`config.mk`:
```
export PLATFORM = sky130hd
export DESIGN_NAME = rtcpc_pin_ctrl
export DESIGN_NICKNAME = d
export VERILOG_FILES = /design/src/design/rtcpc_pkg.sv /design/src/design/rtcpc_timer.sv /design/src/design/rtcpc_pin_ctrl.sv
export VERILOG_INCLUDE_DIRS = /design/src /design/src/design
export SDC_FILE = /design/constraint.sdc
export NUM_CORES = 1
export LEC_CHECK = 0
export BUFFER_PORTS_ARGS = -buffer_cell sky130_fd_sc_hd__buf_2
export CAP_MARGIN = 20
export CORE_ASPECT_RATIO = 2
export CORE_MARGIN = 2
export CORE_UTILIZATION = 25
export DETAILED_ROUTE_END_ITERATION = 8
export GPL_ROUTABILITY_DRIVEN = 0
export HOLD_SLACK_MARGIN = 0.05
export PLACE_DENSITY_LB_ADDON = 0.05
export SLEW_MARGIN = 10
export SYNTH_ARGS = -nofsm -noshare
export SYNTH_HDL_FRONTEND = slang
export SYNTH_SLANG_ARGS = --single-unit
```
`constraint.sdc`:
```
create_clock -name sys_clk -period 3.4 [get_ports sys_clk]
set_clock_uncertainty 0.15 [all_clocks]
set_input_delay 0.68 -clock sys_clk [delete_from_list [all_inputs] [get_ports sys_clk]]
set_output_delay 0.68 -clock sys_clk [all_outputs]
set_load 0.01 [all_outputs]
```
`src/design/rtcpc_consts.svh`:
```
// constants of the rtc pin control block: offsets, fields, reset values, timing
// assumes a 100 MHz sys_clk; included by bare name from every design file
`ifndef RTCPC_CONSTS_SVH
`define RTCPC_CONSTS_SVH

// ==================================================================
// register map
`define RTCPC_CTRL_OFS      8'h0e
`define RTCPC_FLAG_OFS      8'h0f
`define RTCPC_CTRL_RST      8'h1c
`define RTCPC_FLAG_RST      8'h00

// ==================================================================
// control register fields
`define RTCPC_ALM1_EN_BIT   0
`define RTCPC_ALM2_EN_BIT   1
`define RTCPC_IRQ_SEL_BIT   2
`define RTCPC_RATE_LO_BIT   3
`define RTCPC_RATE_HI_BIT   4
`define RTCPC_OSC_DIS_BIT   7

// ==================================================================
// flag register fields
`define RTCPC_ALM1_FLAG_BIT 0
`define RTCPC_ALM2_FLAG_BIT 1
`define RTCPC_EN32_BIT      3

// ==================================================================
// widths
`define RTCPC_MEM_AW        13
`define RTCPC_TMR_W         25
`define RTCPC_DIV_W         16

// ==================================================================
// timing, clock period in ns and times in ms
`define RTCPC_CLK_NS        10
`define RTCPC_REC_MS        2
`define RTCPC_BUTTON_DEBOUNCE_INTERVAL_MS       250
`define RTCPC_RSTACT_MS     250
`define RTCPC_REC_CYC       ((`RTCPC_REC_MS * 1000000) / `RTCPC_CLK_NS)
`define RTCPC_BUTTON_DEBOUNCE_INTERVAL_CYC      ((`RTCPC_BUTTON_DEBOUNCE_INTERVAL_MS * 1000000) / `RTCPC_CLK_NS)
`define RTCPC_RSTACT_CYC    ((`RTCPC_RSTACT_MS * 1000000) / `RTCPC_CLK_NS)

`endif

```
`src/design/rtcpc_pkg.sv`:
```
// types of the rtc pin control block
// assumes rtcpc_consts.svh for widths
`include "rtcpc_consts.svh"

package rtcpc_pkg;

	// ==================================================================
	// reset pin sequencer states, one-hot
	typedef enum logic [5:0] {
		RP_PFAIL   = 6'h01,
		RP_RECOV   = 6'h02,
		RP_HOLD    = 6'h04,
		RP_IDLE    = 6'h08,
		RP_DEBNC   = 6'h10,
		RP_WAITREL = 6'h20
	} rtcpc_rst_e;

	// ==================================================================
	// state of the top module, apart from the interval timer count held in rtcpc_tmr_s
	typedef struct packed {
		logic [7:0]                ctrl;
		logic [1:0]                flags;
		logic                      en32;
		logic [`RTCPC_DIV_W-1:0]   divCnt;
		rtcpc_rst_e                rstSt;
		logic                      pinPrev;
		logic                      rstOeN;
		logic                      irqOeN;
		logic                      clkOeN;
		logic                      memWrEn;
		logic [`RTCPC_MEM_AW-1:0]  memAddr;
		logic [7:0]                memData;
		logic [7:0]                rdData;
	} rtcpc_state_s;

	// ==================================================================
	// state of the interval timer
	typedef struct packed {
		logic [`RTCPC_TMR_W-1:0]   cnt;
	} rtcpc_tmr_s;

endpackage : rtcpc_pkg

```
`src/design/rtcpc_timer.sv`:
```
// down-counting interval timer for the reset pin sequencer
// assumes the loader holds its state until expired is seen
`timescale 1ns/1ps
`default_nettype none
`include "rtcpc_consts.svh"

module rtcpc_timer (
	input  wire logic                     sys_clk,  // system clock
	input  wire logic                     reset,    // synchronous reset
	input  wire logic                     ce,       // clock enable
	input  wire logic                     load,     // start a new interval
	input  wire logic [`RTCPC_TMR_W-1:0]  loadVal,  // cycles to count
	output      logic                     expired   // count reached zero
);

	rtcpc_pkg::rtcpc_tmr_s st_ff;
	rtcpc_pkg::rtcpc_tmr_s nxt_st;

	// load or count down, holding at zero
	always_comb begin
		nxt_st = st_ff;
		if (ce) begin
			if (load) begin
				nxt_st.cnt = loadVal;
			end else if (st_ff.cnt != '0) begin
				nxt_st.cnt = st_ff.cnt - `RTCPC_TMR_W'(1);
			end
		end
	end

	// register the state
	always_ff @(posedge sys_clk) begin
		if (reset) begin
			st_ff <= '0;
		end else begin
			st_ff <= nxt_st;
		end
	end

	assign expired = (st_ff.cnt == '0);

endmodule : rtcpc_timer
`default_nettype wire

```
`src/design/rtcpc_pin_ctrl.sv`:
```
// pin control of an rtc: write protect gate, interrupt or square-wave output,
// reset pin with power fail and pushbutton, 32 kHz output
// assumes all inputs synchronous to sys_clk; oscTick is a one-cycle pulse at 65.536 kHz
`timescale 1ns/1ps
`default_nettype none
`include "rtcpc_consts.svh"

module rtcpc_pin_ctrl #(
	parameter int unsigned REC_CYC    = `RTCPC_REC_CYC,    // recovery time in cycles
	parameter int unsigned BUTTON_DEBOUNCE_INTERVAL_CYC   = `RTCPC_BUTTON_DEBOUNCE_INTERVAL_CYC,   // debounce time in cycles
	parameter int unsigned RSTACT_CYC = `RTCPC_RSTACT_CYC  // reset-active time in cycles
) (
	input  wire logic                      sys_clk,      // system clock, 100 MHz
	input  wire logic                      reset,        // synchronous reset, active high
	input  wire logic                      ce,           // clock enable, freezes state when low
	input  wire logic                      regWrEn,      // register write strobe
	input  wire logic                      regRdEn,      // register read strobe
	input  wire logic [7:0]                regAddr,      // register address
	input  wire logic [7:0]                regWrData,    // register write data
	output      logic [7:0]                regRdData,    // register read data
	input  wire logic                      wpIn,         // write protect pin level
	input  wire logic                      wpDriven,     // write protect pin is driven
	input  wire logic                      memWrReq,     // memory write request
	input  wire logic [`RTCPC_MEM_AW-1:0]  memWrAddrIn,  // memory write address
	input  wire logic [7:0]                memWrDataIn,  // memory write data
	output      logic                      memWrEn,      // memory write accepted
	output      logic [`RTCPC_MEM_AW-1:0]  memWrAddr,    // accepted address
	output      logic [7:0]                memWrData,    // accepted data
	input  wire logic                      alarm1Match,  // alarm 1 match pulse
	input  wire logic                      alarm2Match,  // alarm 2 match pulse
	input  wire logic                      oscTick,      // oscillator tick pulse
	input  wire logic                      oscRunning,   // oscillator is running
	input  wire logic                      vccOk,        // supply above power_fail_threshold
	output      logic                      irqWaveOut,   // irq_or_wave_out_n data, always low
	output      logic                      irqWaveOeN,   // irq_or_wave_out_n pulls low when 0
	output      logic                      clk32Out,     // 32 kHz pin data, always low
	output      logic                      clk32OeN,     // 32 kHz pin pulls low when 0
	input  wire logic                      rstPinIn,     // reset pin level
	output      logic                      rstPinOut,    // reset pin data, always low
	output      logic                      rstPinOeN     // reset pin pulls low when 0
);

	// ==================================================================
	// state and reset value
	localparam rtcpc_pkg::rtcpc_state_s ST_RST = '{
		ctrl:    `RTCPC_CTRL_RST,
		flags:   2'h0,
		en32:    1'b0,
		divCnt:  '0,
		rstSt:   rtcpc_pkg::RP_PFAIL,
		pinPrev: 1'b0,
		rstOeN:  1'b0,
		irqOeN:  1'b1,
		clkOeN:  1'b1,
		memWrEn: 1'b0,
		memAddr: '0,
		memData: 8'h00,
		rdData:  8'h00
	};

	rtcpc_pkg::rtcpc_state_s  st_ff;
	rtcpc_pkg::rtcpc_state_s  nxt_st;
	logic                     tmrLoad;
	logic [`RTCPC_TMR_W-1:0]  tmrVal;
	logic                     tmrExpired;
	logic                     protect;
	logic                     waveSel;
	logic                     irqActive;
	logic                     drive;
	logic                     wrCtrl;
	logic                     wrFlag;
	logic [1:0]               flagKeep;
	logic [1:0]               flagSet;

	// ==================================================================
	// interval timer shared by the recovery, hold and debounce phases of the reset pin
	rtcpc_timer u_timer (
		.sys_clk (sys_clk),
		.reset   (reset),
		.ce      (ce),
		.load    (tmrLoad),
		.loadVal (tmrVal),
		.expired (tmrExpired)
	);

	// undriven pin reads as low through the pulldown
	assign protect = wpIn & wpDriven;

	// square-wave rate select from the divider
	always_comb begin
		case ({st_ff.ctrl[`RTCPC_RATE_HI_BIT], st_ff.ctrl[`RTCPC_RATE_LO_BIT]})
			2'h0:    waveSel = st_ff.divCnt[15];
			2'h1:    waveSel = st_ff.divCnt[3];
			2'h2:    waveSel = st_ff.divCnt[2];
			default: waveSel = st_ff.divCnt[0];
		endcase
	end

	// alarm interrupt is a flag that is enabled
	assign irqActive = |(st_ff.flags & st_ff.ctrl[`RTCPC_ALM2_EN_BIT:`RTCPC_ALM1_EN_BIT]);

	// register decode
	assign wrCtrl = regWrEn && (regAddr == `RTCPC_CTRL_OFS);
	assign wrFlag = regWrEn && (regAddr == `RTCPC_FLAG_OFS);
	assign flagKeep = wrFlag ? regWrData[`RTCPC_ALM2_FLAG_BIT:`RTCPC_ALM1_FLAG_BIT] : 2'h3;
	assign flagSet = {alarm2Match, alarm1Match};

	// ==================================================================
	// next state
	always_comb begin
		nxt_st = st_ff;
		tmrLoad = 1'b0;
		tmrVal = '0;
		drive = 1'b0;
		if (ce) begin
			// registers
			if (wrCtrl) begin
				nxt_st.ctrl = regWrData;
			end
			if (wrFlag) begin
				nxt_st.en32 = regWrData[`RTCPC_EN32_BIT];
			end
			// set wins over a clearing write
			nxt_st.flags = (st_ff.flags & flagKeep) | flagSet;
			if (regRdEn) begin
				case (regAddr)
					`RTCPC_CTRL_OFS: nxt_st.rdData = st_ff.ctrl;
					`RTCPC_FLAG_OFS: nxt_st.rdData = {4'h0, st_ff.en32, 1'b0, st_ff.flags};
					default:         nxt_st.rdData = 8'h00;
				endcase
			end

			// memory write gate
			nxt_st.memWrEn = memWrReq && !protect;
			nxt_st.memAddr = memWrAddrIn;
			nxt_st.memData = memWrDataIn;

			// divider runs from the tick whatever the supply
			if (oscTick) begin
				nxt_st.divCnt = st_ff.divCnt + `RTCPC_DIV_W'(1);
			end
			nxt_st.clkOeN = ~(st_ff.en32 & ~st_ff.divCnt[0]);

			// multifunction output
			if (st_ff.ctrl[`RTCPC_IRQ_SEL_BIT]) begin
				nxt_st.irqOeN = ~irqActive;
			end else begin
				nxt_st.irqOeN = waveSel;
			end

			// reset pin sequencer
			nxt_st.pinPrev = rstPinIn;
			case (st_ff.rstSt)
				rtcpc_pkg::RP_PFAIL: begin
					drive = 1'b1;
					if (vccOk) begin
						if (st_ff.ctrl[`RTCPC_OSC_DIS_BIT] || !oscRunning) begin
							nxt_st.rstSt = rtcpc_pkg::RP_IDLE;
							drive = 1'b0;
						end else begin
							nxt_st.rstSt = rtcpc_pkg::RP_RECOV;
							tmrLoad = 1'b1;
							tmrVal = `RTCPC_TMR_W'(REC_CYC - 1);
						end
					end
				end
				rtcpc_pkg::RP_RECOV: begin
					drive = 1'b1;
					if (tmrExpired) begin
						nxt_st.rstSt = rtcpc_pkg::RP_HOLD;
						tmrLoad = 1'b1;
						tmrVal = `RTCPC_TMR_W'(RSTACT_CYC - 1);
					end
				end
				rtcpc_pkg::RP_HOLD: begin
					drive = 1'b1;
					if (tmrExpired) begin
						nxt_st.rstSt = rtcpc_pkg::RP_IDLE;
						drive = 1'b0;
					end
				end
				rtcpc_pkg::RP_IDLE: begin
					if (st_ff.pinPrev && !rstPinIn) begin
						nxt_st.rstSt = rtcpc_pkg::RP_DEBNC;
						tmrLoad = 1'b1;
						tmrVal = `RTCPC_TMR_W'(BUTTON_DEBOUNCE_INTERVAL_CYC - 1);
						drive = 1'b1;
					end
				end
				rtcpc_pkg::RP_DEBNC: begin
					drive = 1'b1;
					if (tmrExpired) begin
						nxt_st.rstSt = rtcpc_pkg::RP_WAITREL;
						drive = 1'b0;
					end
				end
				rtcpc_pkg::RP_WAITREL: begin
					if (rstPinIn) begin
						nxt_st.rstSt = rtcpc_pkg::RP_HOLD;
						tmrLoad = 1'b1;
						tmrVal = `RTCPC_TMR_W'(RSTACT_CYC - 1);
						drive = 1'b1;
					end
				end
				default: begin
					nxt_st.rstSt = rtcpc_pkg::RP_PFAIL;
					drive = 1'b1;
				end
			endcase
			// supply loss overrides any phase
			if (!vccOk) begin
				nxt_st.rstSt = rtcpc_pkg::RP_PFAIL;
				tmrLoad = 1'b0;
				drive = 1'b1;
			end
			nxt_st.rstOeN = ~drive;
		end
	end

	// register the state
	always_ff @(posedge sys_clk) begin
		if (reset) begin
			st_ff <= ST_RST;
		end else begin
			st_ff <= nxt_st;
		end
	end

	// ==================================================================
	// outputs, memory path untouched by reset pin level
	assign regRdData  = st_ff.rdData;
	assign memWrEn    = st_ff.memWrEn;
	assign memWrAddr  = st_ff.memAddr;
	assign memWrData  = st_ff.memData;
	assign irqWaveOut = 1'b0;
	assign irqWaveOeN = st_ff.irqOeN;
	assign clk32Out   = 1'b0;
	assign clk32OeN   = st_ff.clkOeN;
	assign rstPinOut  = 1'b0;
	assign rstPinOeN  = st_ff.rstOeN;
endmodule : rtcpc_pin_ctrl
`default_nettype wire

```
==> impl_results.md <==
* CTS HTree Levels at 3
* Floorplan row count at slightly above 70
* # resized after CTS at 0
* Largest driver fanout on the critical path at 12
* Power per cell area at about 520 nW/um2
* Remaining antenna violation count after routing at 0
* Final worst-path cycle share at 0.880
* Yosys reg bits at between 90 and 100
* Vias per cell at ~4.8
* Source of the worst register-to-register timing path: u_timer.st_ff[0]
* Final hold vios at 0
* Standby leakage power at 2.24 nW
* Crit path kind: reg -> reg
* Post-synthesis instance area at 4800 um2
* Placeable core region at ~19,000 um2
* Peak clock frequency supported by timing at between 0.3 and 0.4 GHz
* Aggregate routed wire length at 14,900 um
* Die height at 200 um
* # Post-CTS Setup Buffers at 0
* Worst Hold Launch: regRdData[6]
* Most used flip-flop cell after synthesis: sky130_fd_sc_hd__dfxtp_1
* Nets at approximately 660
* Worst-case clock buffer depth at 2
* Share of synthesized area occupied by flip-flops and latches at 0.384
* Number of diodes added for antenna fixing at 0
* Worst reg2reg path depth at 8
* Time the worst path needs with I/O delays and setup at 2.99 ns
* Root Buffer: sky130_fd_sc_hd__clkbuf_16
* IR Drop Worst-Case VDD at approximately 230 uV
* Number of buffers created by CTS at 9
* Drt pass-1 iters at 4
* Synthesized area divided by synthesized cell count at between 8 and 9 um2
* Vias at 4,188
* X dimension of the die at approximately 100 um
* Final standard cell area without fillers at around 5500 um2
* Tot GR Track Use at 0.151
* Count of boundary I/O pins at 87
* Data required time at the worst endpoint at approximately 3.5 ns
* HPWL after detailed placement at ~11,000 um
* Fill count at around 2,100
* Data arrival time of the critical path at 3.08 ns
* Clock network latency to the later pin of the worst-skew pair at about 0.35 ns
* Area enclosed by the die boundary at 20,400 um2
* Worst Setup Start Kind: flop
* Per-cell routed wire length at between 15 and 20 um
* Clock Sink Count at 92
* Number of buffer cells added on primary ports at 83
* Leading cell type in the layout, fill and taps excluded: sky130_fd_sc_hd__dfxtp_1
* Layout overhead on the synthesized area at 14.9%
* Count of hold buffers inserted by post-cts repair at 0
* Unrepaired setup endpoints after global routing: false
* Initial core utilization at 0.255
* Kind of end point of the critical path: flop
* Highest-count cells in the layout ignoring fill and taps: 92 x sky130_fd_sc_hd__dfxtp_1, 83 x sky130_fd_sc_hd__buf_2, 63 x sky130_fd_sc_hd__nor2_1
* Post-Route Setup TNS at 0 ns
* Slew Viols, Final at 0
* Cell count of the worst hold path at 2
* Yosys warning count at 0
* Status: finished, final reports clean
* Initial DRC Count at about 150
* Clock tree from TritonCTS: built
* Fraction of final layout cells with drive strength greater than 1 at 0.228
* Post-Synthesis Cells at between 500 and 600
* Largest net degree at the start of global routing at between 50 and 60
* Area after DPL at about 5200 um2
* Initial antenna violation count at 0
* Global-route wire length before repair at 23,200 um
* Clock-pin slew on the worst setup and hold paths at 0.06 ns
* Post-synthesis cell type count at between 70 and 80
* Max-cap check violation count at 0
* Startpoint of the most critical setup path: u_timer.st_ff[0]
* Worst Hold Class: reg -> reg
* Max transition margin at 0.432
* Worst Tran Pin Value at about 0.85 ns
* Vias in the first global route at about 4,300
* Total grt overflow at 0
* Remaining design rule violation count at 0
* Ys async rst share at 0
* Total setup violations reported at the end of the flow at 0
* Number of flops mapped to enable cells by yosys at 0
path summary, 6_finish.rpt:
path | to | slack (ns)
worst max register to register | u_timer.st_ff[9] | 0.41
worst min-delay path | regRdData[6] | 0.30
worst max-delay path | u_timer.st_ff[9] | 0.41
worst min register to register | regRdData[6] | 0.30
power by group:
| part | switching (mW) | internal, mW | total (mW) |
|---|---|---|---|
| sequential | 0.0678 | 1.15 | 1.21 |
| clock | 0.436 | 0.661 | 1.10 |
| combinational | 0.360 | 0.222 | 0.582 |
cells in the mapped netlist (2+ instances only):
cell type / instances / area [um2]
sky130_fd_sc_hd__a211oi_1: 2 / 15.0
sky130_fd_sc_hd__a21oi_1: 35 / 175
sky130_fd_sc_hd__a221oi_1: 4 / 35.0
sky130_fd_sc_hd__a31o_1: 2 / 17.5
sky130_fd_sc_hd__a31oi_1: 2 / 12.5
sky130_fd_sc_hd__a32o_1: 3 / 30.0
sky130_fd_sc_hd__and2_1: 3 / 18.8
sky130_fd_sc_hd__and2b_2: 2 / 17.5
sky130_fd_sc_hd__and3_1: 7 / 43.8
sky130_fd_sc_hd__buf_1: 3 / 11.3
sky130_fd_sc_hd__buf_4: 33 / 248
sky130_fd_sc_hd__buf_6: 3 / 33.8
sky130_fd_sc_hd__clkbuf_1: 19 / 71.3
sky130_fd_sc_hd__clkbuf_8: 3 / 41.3
sky130_fd_sc_hd__dfxtp_1: 92 / 1840
sky130_fd_sc_hd__ha_1: 2 / 25.0
sky130_fd_sc_hd__inv_1: 11 / 41.3
sky130_fd_sc_hd__mux2i_1: 28 / 280
sky130_fd_sc_hd__nand2_1: 56 / 210
sky130_fd_sc_hd__nand2b_1: 2 / 12.5
sky130_fd_sc_hd__nand3_1: 25 / 125
sky130_fd_sc_hd__nand3b_1: 2 / 15.0
sky130_fd_sc_hd__nand4_1: 7 / 43.8
sky130_fd_sc_hd__nand4b_1: 3 / 26.3
sky130_fd_sc_hd__nor2_1: 63 / 236
sky130_fd_sc_hd__nor2b_1: 3 / 18.8
sky130_fd_sc_hd__nor3_1: 21 / 105
sky130_fd_sc_hd__nor3b_1: 5 / 37.5
sky130_fd_sc_hd__nor4_1: 10 / 62.6
sky130_fd_sc_hd__nor4b_1: 4 / 35.0
sky130_fd_sc_hd__o2111ai_1: 2 / 17.5
sky130_fd_sc_hd__o211ai_1: 3 / 22.5
sky130_fd_sc_hd__o21a_1: 8 / 60.1
sky130_fd_sc_hd__o21ai_0: 19 / 95.1
sky130_fd_sc_hd__o21ai_1: 7 / 35.0
sky130_fd_sc_hd__o21ai_2: 2 / 17.5
sky130_fd_sc_hd__o221a_2: 8 / 90.1
sky130_fd_sc_hd__o32ai_1: 2 / 17.5
sky130_fd_sc_hd__or2_2: 2 / 12.5
sky130_fd_sc_hd__or3_1: 8 / 50.1
sky130_fd_sc_hd__or4b_1: 2 / 20.0
sky130_fd_sc_hd__xnor2_1: 4 / 35.0
sky130_fd_sc_hd__xor2_1: 12 / 105
cell type report:
| cell class | count | area [um2] | share of cell area |
|---|---|---|---|
| sequential | 92 | 1840 | 0.334 |
| multi-input combinational | 398 | 2470 | 0.448 |
| inverter | 12 | 45.0 | 0.00817 |
| tap | 255 | 319 | 0.0579 |
| timing repair buffer | 95 | 518 | 0.0940 |
| clock buffer | 11 | 243 | 0.0440 |
| clock inverter | 5 | 75.1 | 0.0136 |
critical path: stages, from the launching register on:
cell and delay [ns]:
sky130_fd_sc_hd__dfxtp_1 0.34, sky130_fd_sc_hd__inv_1 0.06, sky130_fd_sc_hd__ha_1 0.23, sky130_fd_sc_hd__or4b_1 0.56, sky130_fd_sc_hd__nor4_4 0.35, sky130_fd_sc_hd__nand4_1 0.30, sky130_fd_sc_hd__o21ai_2 0.37, sky130_fd_sc_hd__nor2_1 0.24
sky130_fd_sc_hd__a32o_1 0.28
routing by layer:
| layer | routed length, um | track usage |
|---|---|---|
| met2 | 8530 | 0.298 |
| met5 | 0 | 0 |
| met4 | 571 | 0.0780 |
| met3 | 537 | 0.0198 |
| met1 | 5240 | 0.148 |
sequential cells by signal (all words and copies together) (netlist names):
signal,flops
irqWaveOeN,1
memWrEn,1
u_timer.st_ff,25
memWrAddr,13
regRdData,8
st_ff,34
memWrData,8
clk32OeN,1
rstPinOeN,1
kinds of logic after synthesis:
| kind of cell | synth area share |
|---|---|
| fa+ha+maj | 0.00521 |
| xor+xnor | 0.0292 |
| buf+inv | 0.103 |
| other cells | 0.000781 |
| mux | 0.0631 |
| simple gates | 0.252 |
| flops | 0.384 |
| compound gates | 0.163 |
through the flow:
step                total power, mW  instances   util  setup slack, ns  hold slack, ns
floorplan                      1.64        565      -            0.702           0.282
global placement               1.82        852  0.276            0.452           0.299
detailed placement             1.82        852  0.276            0.407           0.298
CTS                            2.93        868  0.293            0.410           0.307
global route                   3.02        868  0.293            0.204           0.318
finish                         2.89        868  0.293            0.409           0.304
No activity file was read; power rests on OpenSTA's default activity.
